### src/rtl/mq_flags_pkg.sv
// Constants shared by the active-queue flag block and its counters.
// Assumes a single hclk domain and a 32-bit AHB-Lite register window.
package mq_flags_pkg;
    // Queue addressing
    localparam int NUM_QUEUES = 4;
    localparam int QIDX_W = 2;
    localparam int QADDR_W = 5;
    localparam int ID_W = 3;
    localparam int DEPTH_DEFAULT = 4096;
    // Pipeline depths of a queue switch, in hclk cycles
    localparam int WR_SEL_STAGES = 2;
    localparam int RD_SEL_STAGES = 3;
    localparam int ID_SYNC_STAGES = 3;
    // Register byte offsets
    localparam logic [7:0] ADDR_CTRL = 8'h00;
    localparam logic [7:0] ADDR_STATUS = 8'h04;
    localparam logic [7:0] ADDR_LEVEL0 = 8'h10;
    // Control fields
    localparam int CTRL_W = 2;
    localparam int CTRL_WR_EN_POS = 0;
    localparam int CTRL_RD_EN_POS = 1;
    localparam logic [CTRL_W-1:0] CTRL_RESET = 2'h3;
    // Status fields
    localparam int ST_FULL_POS = 0;
    localparam int ST_EMPTY_POS = 4;
    localparam int ST_FF_POS = 8;
    localparam int ST_OV_POS = 9;
    localparam int ST_FF_OE_POS = 10;
    localparam int ST_OV_OE_POS = 11;
    localparam int ST_WQ_POS = 16;
    localparam int ST_RQ_POS = 24;
endpackage

### src/rtl/queue_occupancy.sv
// One queue's occupancy counter with full and empty status.
// Assumes increments are refused by the caller while full.
`timescale 1ns/1ns
`default_nettype none
module queue_occupancy
    import mq_flags_pkg::*;
#(
    parameter int DEPTH = DEPTH_DEFAULT,
    parameter int CW = $clog2(DEPTH + 1)
) (
    input wire logic hclk,
    input wire logic hresetn,
    input wire logic clk_en,
    input wire logic inc,
    input wire logic dec,
    output logic [CW-1:0] count,
    output logic full,
    output logic empty
);
    localparam logic [CW-1:0] DEPTH_C = CW'(DEPTH);

    generate
        if (DEPTH < 2) begin : g_bad_depth
            $error("queue_occupancy needs DEPTH of at least 2");
        end
    endgenerate

    ////////////////////////////////////////////////////////////////////////////////
    // Count tracks writes and reads in any queue, selected or not
    always_ff @(posedge hclk or negedge hresetn) begin
        if (!hresetn) begin
            count <= '0;
        end else if (clk_en) begin
            if (inc && !dec) begin
                count <= count + CW'(1);
            end else if (dec && !inc) begin
                count <= count - CW'(1);
            end
        end
    end

    // Status for the active flags and the status register
    assign full = (count == DEPTH_C);
    assign empty = (count == '0);
endmodule
`default_nettype wire

### src/rtl/multi_queue_active_flags.sv
// Active-queue full flag and output-valid flag for a four-queue device.
// Assumes queue controller logic on hclk and static identity pins.
//
// The register offsets and the AHB-Lite interface to the registers were decided locally.
`timescale 1ns/1ns
`default_nettype none
// Overview of operation
// - Per-queue full status, selected one on flag
// - Full flag follows new queue at second edge
// - Writes to new queue from third edge
// - Full flag changes only on clock edge
// - Reads update full status of unselected queues
// - Full flag driven only on identity match
// - Full flag released when no queue selected
// - Full flag follows switches within device
// - Valid flag updates with output register load
// - Per-queue empty status, selected one shown
// - Last word read makes flag invalid
// - New read queue appears three cycles later
// - Valid flag changes only on clock edge
// - Writes clear empty status of unselected queues
// - Valid flag driven only on identity match
// - Valid flag released when no queue selected
// - Valid flag follows switches within device
// - Five-bit address, two queue bits, three device
// - Full flag low means queue full
module multi_queue_active_flags
    import mq_flags_pkg::*;
#(
    parameter int DEPTH = DEPTH_DEFAULT
) (
    input wire logic hclk,
    input wire logic hresetn,
    input wire logic clk_en,
    input wire logic hsel,
    input wire logic [31:0] haddr,
    input wire logic [1:0] htrans,
    input wire logic hwrite,
    input wire logic [2:0] hsize,
    input wire logic [31:0] hwdata,
    input wire logic hready,
    output logic hreadyout,
    output logic [31:0] hrdata,
    output logic hresp,
    input wire logic write_select_strobe,
    input wire logic [QADDR_W-1:0] write_queue_select_bus,
    input wire logic write_enable_n,
    input wire logic read_select_strobe,
    input wire logic [QADDR_W-1:0] read_queue_select_bus,
    input wire logic read_enable_n,
    input wire logic chip_identity_bit0,
    input wire logic chip_identity_bit1,
    input wire logic chip_identity_bit2,
    output logic active_queue_full_n,
    output logic active_queue_full_oe,
    output logic output_word_valid_n,
    output logic output_word_valid_oe,
    output logic [QIDX_W-1:0] output_word_queue
);
    localparam int CW = $clog2(DEPTH + 1);

    generate
        if (DEPTH < 2 || DEPTH > 65535) begin : g_bad_depth
            $error("multi_queue_active_flags supports DEPTH 2 to 65535");
        end
    endgenerate

    logic [ID_W-1:0] id_sync [ID_SYNC_STAGES];
    logic [ID_W-1:0] chip_id_reg;
    logic [QADDR_W-1:0] wsel_pipe [WR_SEL_STAGES];
    logic [QADDR_W-1:0] rsel_pipe [RD_SEL_STAGES];
    logic [QADDR_W-1:0] wq_active_reg;
    logic [QADDR_W-1:0] rq_active_reg;
    logic [CTRL_W-1:0] ctrl_reg;
    logic [CTRL_W-1:0] ctrl_view;
    logic wr_pend_reg;
    logic [7:0] wr_addr_reg;
    logic [31:0] rd_word;
    logic addr_phase;
    logic [CW-1:0] q_count [NUM_QUEUES];
    logic [NUM_QUEUES-1:0] q_full;
    logic [NUM_QUEUES-1:0] q_empty;
    logic [NUM_QUEUES-1:0] q_inc;
    logic [NUM_QUEUES-1:0] q_dec;
    logic wr_match;
    logic wr_take;
    logic [QIDX_W-1:0] wq_idx;
    logic [QADDR_W-1:0] wsel_last;
    logic act_match;
    logic [QIDX_W-1:0] act_q;
    logic rd_take;
    logic [QADDR_W-1:0] rsel_last;
    logic [QIDX_W-1:0] tgt_q;
    logic tgt_match;
    logic held_same;
    logic load_ok;
    logic reload;

    // Device is addressed when the top address bits carry its identity
    function automatic logic dev_match(input logic [QADDR_W-1:0] a,
                                       input logic [ID_W-1:0] id);
        return a[QADDR_W-1:QIDX_W] == id;
    endfunction

    ////////////////////////////////////////////////////////////////////////////////
    // Identity pins: three stages, accepted once the last two agree
    always_ff @(posedge hclk or negedge hresetn) begin
        if (!hresetn) begin
            for (int i = 0; i < ID_SYNC_STAGES; i++) begin
                id_sync[i] <= '0;
            end
            chip_id_reg <= '0;
        end else if (clk_en) begin
            id_sync[0] <= {chip_identity_bit2, chip_identity_bit1, chip_identity_bit0};
            for (int i = 1; i < ID_SYNC_STAGES; i++) begin
                id_sync[i] <= id_sync[i-1];
            end
            if (id_sync[ID_SYNC_STAGES-2] == id_sync[ID_SYNC_STAGES-1]) begin
                chip_id_reg <= id_sync[ID_SYNC_STAGES-1];
            end
        end
    end

    ////////////////////////////////////////////////////////////////////////////////
    // Per-queue counters; any queue moves, selected or not
    generate
        for (genvar q = 0; q < NUM_QUEUES; q++) begin : g_queue
            assign q_inc[q] = wr_take && (wq_idx == QIDX_W'(q));
            assign q_dec[q] = rd_take && (act_q == QIDX_W'(q));
            queue_occupancy #(
                .DEPTH(DEPTH),
                .CW(CW)
            ) u_occ (
                .hclk(hclk),
                .hresetn(hresetn),
                .clk_en(clk_en),
                .inc(q_inc[q]),
                .dec(q_dec[q]),
                .count(q_count[q]),
                .full(q_full[q]),
                .empty(q_empty[q])
            );
        end
    endgenerate

    ////////////////////////////////////////////////////////////////////////////////
    // Write queue selection pipeline
    always_ff @(posedge hclk or negedge hresetn) begin
        if (!hresetn) begin
            for (int i = 0; i < WR_SEL_STAGES; i++) begin
                wsel_pipe[i] <= '0;
            end
            wq_active_reg <= '0;
        end else if (clk_en) begin
            if (write_select_strobe) begin
                wsel_pipe[0] <= write_queue_select_bus;
            end
            for (int i = 1; i < WR_SEL_STAGES; i++) begin
                wsel_pipe[i] <= wsel_pipe[i-1];
            end
            // Writes switch one edge after the flag does
            wq_active_reg <= wsel_pipe[WR_SEL_STAGES-1];
        end
    end

    assign wsel_last = wsel_pipe[WR_SEL_STAGES-1];
    assign wq_idx = wq_active_reg[QIDX_W-1:0];
    assign wr_match = dev_match(wq_active_reg, chip_id_reg);
    // Writes to a full queue are refused, not just discouraged
    assign wr_take = !write_enable_n && wr_match && ctrl_reg[CTRL_WR_EN_POS]
                     && !q_full[wq_idx];

    ////////////////////////////////////////////////////////////////////////////////
    // Full flag: registered from the pipeline's last stage
    always_ff @(posedge hclk or negedge hresetn) begin
        if (!hresetn) begin
            active_queue_full_n <= 1'b1;
            active_queue_full_oe <= 1'b0;
        end else if (clk_en) begin
            // Undriven level kept high so a released line idles not-full
            active_queue_full_n <= !(dev_match(wsel_last, chip_id_reg)
                                     && q_full[wsel_last[QIDX_W-1:0]]);
            active_queue_full_oe <= dev_match(wsel_last, chip_id_reg);
        end
    end

    ////////////////////////////////////////////////////////////////////////////////
    // Read queue selection pipeline
    always_ff @(posedge hclk or negedge hresetn) begin
        if (!hresetn) begin
            for (int i = 0; i < RD_SEL_STAGES; i++) begin
                rsel_pipe[i] <= '0;
            end
            rq_active_reg <= '0;
        end else if (clk_en) begin
            if (read_select_strobe) begin
                rsel_pipe[0] <= read_queue_select_bus;
            end
            for (int i = 1; i < RD_SEL_STAGES; i++) begin
                rsel_pipe[i] <= rsel_pipe[i-1];
            end
            rq_active_reg <= rsel_pipe[RD_SEL_STAGES-1];
        end
    end

    // The word in the output register stays counted in its queue until
    // it is read, so an unread word survives a switch away from it.
    assign act_match = dev_match(rq_active_reg, chip_id_reg);
    assign act_q = rq_active_reg[QIDX_W-1:0];
    assign rd_take = !output_word_valid_n && !read_enable_n && act_match;
    assign rsel_last = rsel_pipe[RD_SEL_STAGES-1];
    assign tgt_q = rsel_last[QIDX_W-1:0];
    assign tgt_match = dev_match(rsel_last, chip_id_reg);
    assign held_same = !output_word_valid_n && act_match && (act_q == tgt_q);
    assign load_ok = tgt_match && ctrl_reg[CTRL_RD_EN_POS]
                     && (q_count[tgt_q] > CW'(held_same));
    // Reload on a switch, on a read, or while the register holds nothing
    assign reload = (rsel_last != rq_active_reg) || output_word_valid_n || rd_take;

    ////////////////////////////////////////////////////////////////////////////////
    // Output register status: valid flag moves with each load
    always_ff @(posedge hclk or negedge hresetn) begin
        if (!hresetn) begin
            output_word_valid_n <= 1'b1;
            output_word_valid_oe <= 1'b0;
            output_word_queue <= '0;
        end else if (clk_en) begin
            if (reload) begin
                output_word_valid_n <= !load_ok;
                output_word_queue <= tgt_q;
            end
            output_word_valid_oe <= tgt_match;
        end
    end

    ////////////////////////////////////////////////////////////////////////////////
    // AHB-Lite slave: zero wait states, always OKAY
    assign addr_phase = hsel && htrans[1] && hready;

    // Write data phase lands one edge after the address phase
    always_ff @(posedge hclk or negedge hresetn) begin
        if (!hresetn) begin
            wr_pend_reg <= 1'b0;
            wr_addr_reg <= '0;
        end else if (clk_en) begin
            wr_pend_reg <= addr_phase && hwrite && (haddr[31:8] == 24'h000000);
            wr_addr_reg <= haddr[7:0];
        end
    end

    // Control register; port enables gate writes and loads
    always_ff @(posedge hclk or negedge hresetn) begin
        if (!hresetn) begin
            ctrl_reg <= CTRL_RESET;
        end else if (clk_en) begin
            if (wr_pend_reg && wr_addr_reg == ADDR_CTRL) begin
                ctrl_reg <= hwdata[CTRL_W-1:0];
            end
        end
    end

    // Forward a write still in its data phase to a back-to-back read
    assign ctrl_view = (wr_pend_reg && wr_addr_reg == ADDR_CTRL) ?
                       hwdata[CTRL_W-1:0] : ctrl_reg;

    // Read decode; unmapped addresses read as zero
    always_comb begin
        rd_word = '0;
        if (haddr[31:8] != 24'h000000) begin
            rd_word = '0;
        end else if (haddr[7:0] == ADDR_CTRL) begin
            rd_word[CTRL_W-1:0] = ctrl_view;
        end else if (haddr[7:0] == ADDR_STATUS) begin
            rd_word[ST_FULL_POS +: NUM_QUEUES] = q_full;
            rd_word[ST_EMPTY_POS +: NUM_QUEUES] = q_empty;
            rd_word[ST_FF_POS] = active_queue_full_n;
            rd_word[ST_OV_POS] = output_word_valid_n;
            rd_word[ST_FF_OE_POS] = active_queue_full_oe;
            rd_word[ST_OV_OE_POS] = output_word_valid_oe;
            rd_word[ST_WQ_POS +: QADDR_W] = wq_active_reg;
            rd_word[ST_RQ_POS +: QADDR_W] = rq_active_reg;
        end else if (haddr[7:4] == ADDR_LEVEL0[7:4] && haddr[1:0] == 2'h0) begin
            rd_word[CW-1:0] = q_count[haddr[3:2]];
        end
    end

    // Read data and handshake outputs, all registered
    always_ff @(posedge hclk or negedge hresetn) begin
        if (!hresetn) begin
            hrdata <= '0;
            hreadyout <= 1'b1;
            hresp <= 1'b0;
        end else if (clk_en) begin
            if (addr_phase && !hwrite) begin
                hrdata <= rd_word;
            end
            hreadyout <= 1'b1;
            hresp <= 1'b0;
        end
    end
endmodule
`default_nettype wire

### config.mk
export PLATFORM = sky130hd
export DESIGN_NAME = multi_queue_active_flags
export DESIGN_NICKNAME = d
export VERILOG_FILES = /design/src/rtl/mq_flags_pkg.sv /design/src/rtl/queue_occupancy.sv /design/src/rtl/multi_queue_active_flags.sv
export SDC_FILE = /design/constraint.sdc
export NUM_CORES = 1
export LEC_CHECK = 0
export ABC_AREA = 1
export BUFFER_PORTS_ARGS = -buffer_cell sky130_fd_sc_hd__buf_2
export CAP_MARGIN = 20
export CORE_MARGIN = 5
export CORE_UTILIZATION = 52
export DETAILED_ROUTE_END_ITERATION = 16
export PLACE_DENSITY = 0.71
export SYNTH_ARGS = -nofsm -noshare
export SYNTH_HDL_FRONTEND = slang
export SYNTH_SLANG_ARGS = --single-unit
### constraint.sdc
create_clock -name hclk -period 8.3 [get_ports hclk]
set_clock_uncertainty 0.2 [all_clocks]
set_input_delay 0.83 -clock hclk [delete_from_list [all_inputs] [get_ports hclk]]
set_output_delay 0.83 -clock hclk [all_outputs]
set_load 0.01 [all_outputs]
# ---- Yosys cells after proc, flatten, opt, wreduce, memory -nomap -nowiden
# Index checks and enable logic that the tools add are counted.
dict set report totals {
  out_inout_bits 40
  ff_bits 139
}
dict set report classes {
  n_mux 31
  add_sub_neg 8
  magnitude_cmp 5
  n_reduce_logical 74
  n_bitwise 2
  n_eq_ne 19
}
# op count
set ops {}
lappend ops {{two-way mux 13 bit} 14}
lappend ops {{adder 13 x 1 -> 13 bit, second input constant} 4}
lappend ops {{binary-select mux 13 bit (select 2 bit)} 2}
lappend ops {{== test 13 bit, second input constant} 4}
lappend ops {{logical NOT 13 bit} 4}
lappend ops {{subtractor 13 x 1 -> 13 bit, second input constant} 4}
lappend ops {{logical AND 1 bit} 33}
lappend ops {{two-way mux 5 bit} 6}
lappend ops {{logical NOT 24 bit} 1}
lappend ops {{nonzero test 24 bit} 1}
lappend ops {{AND reduction 2 bit} 9}
lappend ops {{logical NOT 8 bit} 2}
lappend ops {{== test 3 bit} 5}
lappend ops {{logical NOT 1 bit} 15}
lappend ops {{greater-than comparator 13 x 1 -> 1 bit} 1}
lappend ops {{two-way mux 12 bit} 1}
lappend ops {{two-way mux 11 bit} 1}
lappend ops {{== test 2 bit, second input constant} 4}
lappend ops {{== test 8 x 3 -> 1 bit, second input constant} 1}
lappend ops {{nonzero test 2 bit} 4}
lappend ops {{>= comparator 3 bit, second input constant} 2}
lappend ops {{logical NOT 2 bit} 3}
lappend ops {{< comparator 2 x 3 -> 1 bit, second input constant} 2}
lappend ops {{NOT 2 -> 3 bit} 2}
lappend ops {{8 further kinds} 14}

# ---- Logic depth before layout (Yosys ltp)
dict set report depth {
  word_depth 10
  mapped_depth 20
}

# ---- Hierarchy
# Synthesis repeated with hierarchy kept, for this count alone.
dict set report unflattened {
  hier_cells 1428
  hier_area_um2 9823.2
}
# module n_inst cells_each seq_area_each_um2 area_each_um2
set modules_own_cells {}
lappend modules_own_cells {multi_queue_active_flags 1 633 2182.1 4759.6}
lappend modules_own_cells {{queue_occupancy at g_queue[0].u_occ ...} 3 199 325.3 1266.2}
lappend modules_own_cells {{queue_occupancy at g_queue[3].u_occ} 1 198 325.3 1265.0}

# ---- Worst setup path before layout
# OpenSTA, ideal clock, no wires.
dict set report synth_path {
  kind {input-to-reg}
  from {in write_enable_n}
  to {reg g_queue[0].u_occ.count[12]}
  required_time_ns 7.984
  stages 14
  setup_slack_ns 5.240
  setup_ns 0.116
  t_arrival_ns 2.743
  path_buffers 0
  cell_sequence {nor3_1 -> nand3_1 -> nor3_1 -> ha_1 -> inv_1 -> ha_1 -> a21oi_1 -> nor2_1 -> o21ai_0 -> nand3_1 -> nand2_1 -> nand2_1 -> nand2_1 -> nand2_1}
}
dict set report synth_between {
  elab_chain_len 9
  elab_cells_between_ends 11
  classes_between {mux: 1; reduce/logical: 10}
}
# element line_no
set synth_rtl {}
lappend synth_rtl {{start: declaration} multi_queue_active_flags.sv:47} ;# input wire logic write_enable_n,
lappend synth_rtl {{logical NOT 1 bit *} multi_queue_active_flags.sv:170} ;# assign wr_take = !write_enable_n && wr_match && ctrl_reg[CTRL_WR_EN_POS]
lappend synth_rtl {{logical AND 1 bit * (2 in series)} multi_queue_active_flags.sv:170}
lappend synth_rtl {{logical AND 1 bit *} multi_queue_active_flags.sv:171} ;# && !q_full[wq_idx];
lappend synth_rtl {{logical AND 1 bit *} multi_queue_active_flags.sv:128} ;# assign q_inc[q] = wr_take && (wq_idx == QIDX_W'(q));
lappend synth_rtl {{logical NOT 1 bit} queue_occupancy.sv:36} ;# end else if (dec && !inc) begin
lappend synth_rtl {{logical AND 1 bit} queue_occupancy.sv:36}
lappend synth_rtl {{nonzero test 2 bit (no line)} --}
lappend synth_rtl {{AND reduction 2 bit (no line)} --}
lappend synth_rtl {{end signal: assignment} queue_occupancy.sv:35} ;# count <= count + CW'(1);
lappend synth_rtl {{end signal: assignment} queue_occupancy.sv:37} ;# count <= count - CW'(1);
lappend synth_rtl {{end: declaration} queue_occupancy.sv:16} ;# output logic [CW-1:0] count,
# Mark *: on every way between the ends. The rest lies on a longest branch, timed or not.
# A chain may end at the register's enable or synchronous reset.

# ---- Final worst setup path
dict set report layout_path {
  from {reg chip_id_reg[1]}
  to {reg g_queue[2].u_occ.count[12]}
}
dict set report layout_between {
  elab_chain_len 9
  elab_cells_between_ends 15
  classes_between {eq/ne: 2; mux: 1; reduce/logical: 12}
}
# element line_no
set layout_rtl {}
lappend layout_rtl {{start: declaration} multi_queue_active_flags.sv:69} ;# logic [ID_W-1:0] chip_id_reg;
lappend layout_rtl {{start signal: assignment} multi_queue_active_flags.sv:119} ;# chip_id_reg <= id_sync[ID_SYNC_STAGES-1];
lappend layout_rtl {{== test 3 bit} multi_queue_active_flags.sv:102} ;# return a[QADDR_W-1:QIDX_W] == id;
lappend layout_rtl {{logical AND 1 bit (2 in series)} multi_queue_active_flags.sv:170}
lappend layout_rtl {{logical AND 1 bit} multi_queue_active_flags.sv:171}
lappend layout_rtl {{logical AND 1 bit} multi_queue_active_flags.sv:128}
lappend layout_rtl {{logical NOT 1 bit} queue_occupancy.sv:36}
lappend layout_rtl {{logical AND 1 bit} queue_occupancy.sv:36}
lappend layout_rtl {{nonzero test 2 bit (no line)} --}
lappend layout_rtl {{AND reduction 2 bit (no line)} --}
lappend layout_rtl {{end signal: assignment} queue_occupancy.sv:35}
lappend layout_rtl {{end signal: assignment} queue_occupancy.sv:37}
lappend layout_rtl {{end: declaration} queue_occupancy.sv:16}
# Parallel ways exist; a longest one is shown, timed or not.

==> metrics.cfg <==
[outcome]
status = finished clean

[synthesis]
synthDistinctLibCells = 37
synth_edf_count = 0
synthMuxAreaShare_pct = 1.24
async_flop_share_pct = 100
synth_area_leader_cell = dfrtp_1
synth_top_family_by_area = simple AND/OR/NAND/NOR gates
synth_cells = 1243
yosysTopAreaCellShare_pct = 37.2
synth_ff_type = dfrtp_1
synthTopCellsByCount = nand2_1 (381), dfrtp_1 (135), inv_1 (122)
synth_area_sq_um = 9080
avgSynthCellArea_sq_um = 7.30
yosysMostFrequentCell = nand2_1
synth.area.top_cells = dfrtp_1 (37%), nand2_1 (16%), ha_1 (6.8%), nand3_1 (6.0%), o21ai_0 (5.3%)
synth_xor_area_share_pct = 3.47
ys_seq_elements = 139
yosys.area_share.simple_pct = 29.9
synth-adder-area-share_pct = 7.64
seq_area_frac_synth_pct = 38.4
yosysWarnings = 0
synth-compound-area-share_pct = 11.8

[clock_network]
post_cts_buffers = 0
cts_tree = done
cts_made_buffers = 17
cts-resized-gates = 0
postCtsHoldBufs = 0
cts.sinks = 139
clock_latency_ps = 430
cts.clk_slew.worst_paths_ps = 70
cts_root_buf = clkbuf_16
h-tree-depth = 4
clock_path_buffers = 2

[worst_setup_path]
critPathMaxStageDelay_ps = 450
cp.arrival_ps = 3630
r2r_cells = 17
crit_chain = inv_1, nand2_1, nand4_1, nor3_1, nand3_1, nor3_1, ha_1, inv_1, ha_1, a21oi_1, nor2_1, o21ai_0, nand3_1, nand2_1, nand2_1, nand2_1, nand2_1
slowest_stage = dfrtp_1
cp-start-kind = flip-flop
critPathKind = reg2reg
reg2reg_from = chip_id_reg[1]
critPathCaptureType = flip-flop
crit_top_cell = nand2_1
crit_buf_inv = 2
r2r_setup_slack_ps = 4790
crit_path_max_fanout = 11
cp_top_family = simple AND/OR/NAND/NOR gates
r2r_end = g_queue[2].u_occ.count[12]
crit_required_ps = 8420

[timing]
tightestPinTransition_ps = 1030
relSlewSlack_pct = 31.0
max_freq_mhz = 285
min_period_ps = 3510
timing.setup.tns_ps = 0
drv_slew = 0
hold_violations = 0
fin_crit_sh_pct = 42.3
rsz0062_at_grt = false
setup_viol = 0

[detailed_routing]
drt_iter0_drc = 666
drc = 0
via_per_inst = 5.32
wirelength_um = 23100
wl_per_cell_um = 14.8
dr.pass1.iters = 5
num_vias = 8317
antenna_left = 0

[placement]
hpwl_um = 17400
post-place-cells = 1530
place_congestion = 0.991
io_buffers = 86

[die]
die_area_sq_um = 20200
rows = 48
die_x_um = 142
fp.dieH_um = 142
start_util_pct = 52.7
core_area_sq_um = 17200
pin_count = 132

[global_routing]
antenna_found_initial = 1
gr-usage-all-layers_pct = 23.6
grt_pass1_wl_um = 38400
grt_max_degree = 75
grt_pass1_vias = 7731
overflow = 0

[finish]
regMostFlops = g_queue.u_occ.count
fillers = 1602
final_util_pct = 59.3
largest_reg_flops = 52
seq_area_sq_um = 3480
layout.nets = 1469
drive_gt1_share_pct = 12.0
multiInputGateArea_sq_um = 4950
area_delta_synth_final_pct = 12.7
reg_top3 = g_queue.u_occ.count (52), hrdata (23), rsel_pipe (10)
layout.cells.non_filler = 1563

[flow_run]
maxCapViolCount = 0

[pwr]
ir_drop_v = 0.000183
power-per-cell-area_nw_per_um2 = 335
leakagePower_uw = 0.00536
total_power_uw = 3430

[hold_path]
holdCritPathClass = in2async

## cell families after synthesis
kind of cell | Yosys count
simple gates | 649
compound gates | 192
buf+inv | 162
flops | 139
fa+ha+maj | 53
xor+xnor | 36
mux | 10
other cells | 2
## per-layer routing
layer	vias up	track usage, %	wire [um]
met3	43	3.63	1140
met1	3821	33.8	11200
met4	0	8.99	578
met5	-	0	0
met2	231	36.2	10200
li1	4222	-	-
## how the worst max path moves through the flow
stage                                          from                    endpoint  slack (ps)  depth (start not counted)
after floorplan                      write_enable_n  g_queue[0].u_occ.count[12]        5240                         14
after global placement               write_enable_n  g_queue[0].u_occ.count[12]        4600                         15
after detailed placement             write_enable_n  g_queue[2].u_occ.count[12]        4550                         15
after CTS                            chip_id_reg[0]  g_queue[2].u_occ.count[12]        4790                         17
after global routing      g_queue[2].u_occ.count[8]  g_queue[2].u_occ.count[12]        4460                         17
final                                chip_id_reg[1]  g_queue[2].u_occ.count[12]        4790                         17
## worst register-to-register path, cell delays in order, from the launching register on
cell,delay [ps]
dfrtp_1,450
inv_1,120
nand2_1,80
nand4_1,90
nor3_1,200
nand3_1,180
nor3_1,250
ha_1,320
inv_1,250
ha_1,400
a21oi_1,210
nor2_1,80
o21ai_0,210
nand3_1,120
nand2_1,80
nand2_1,50
nand2_1,60
nand2_1,60
## power breakdown
part           total, uW  internal (uW)  leakage [uW]  switching, uW
combinational       1640            632       0.00329           1010
sequential          1020            833       0.00178            190
clock                764            427      0.000291            337
total               3430           1890       0.00536           1540
## through the flow
stage / hold slack [ps] / worst slack, ps / area, sq um
finish: 229 / 4790 / 10200
global route: 287 / 4460 / 10200
CTS: 247 / 4790 / 10200
detailed placement: 256 / 4550 / 9640
global placement: 253 / 4600 / 9640
floorplan: 242 / 5240 / 9110
## final cells by class
cell class	instances	share of cell area (%)
timing repair buffer	88	4.42
clock inverter	14	1.52
inverter	127	4.68
antenna	1	0.0245
sequential	139	34.1
tap	225	2.75
multi-input combinational	951	48.4
clock buffer	18	4.20
## placed cells by master, fill, tap and decap left out, types with 5 or more instances in the layout
| cell type | count |
|---|---|
| o22ai_1 | 6 |
| xnor2_1 | 25 |
| o21ai_2 | 10 |
| ha_1 | 49 |
| nand2_1 | 381 |
| buf_2 | 85 |
| conb_1 | 11 |
| mux2_2 | 10 |
| nor3_1 | 9 |
| o21bai_1 | 8 |
| dfrtp_1 | 135 |
| o21ai_1 | 5 |
| inv_8 | 6 |
| inv_1 | 122 |
| xor2_1 | 11 |
| nand3_1 | 108 |
| nor2_1 | 120 |
| a21oi_1 | 46 |
| a31oi_1 | 8 |
| clkbuf_16 | 17 |
| o21ai_0 | 97 |
| nand4_1 | 18 |
(Power assumes the default switching activity.)
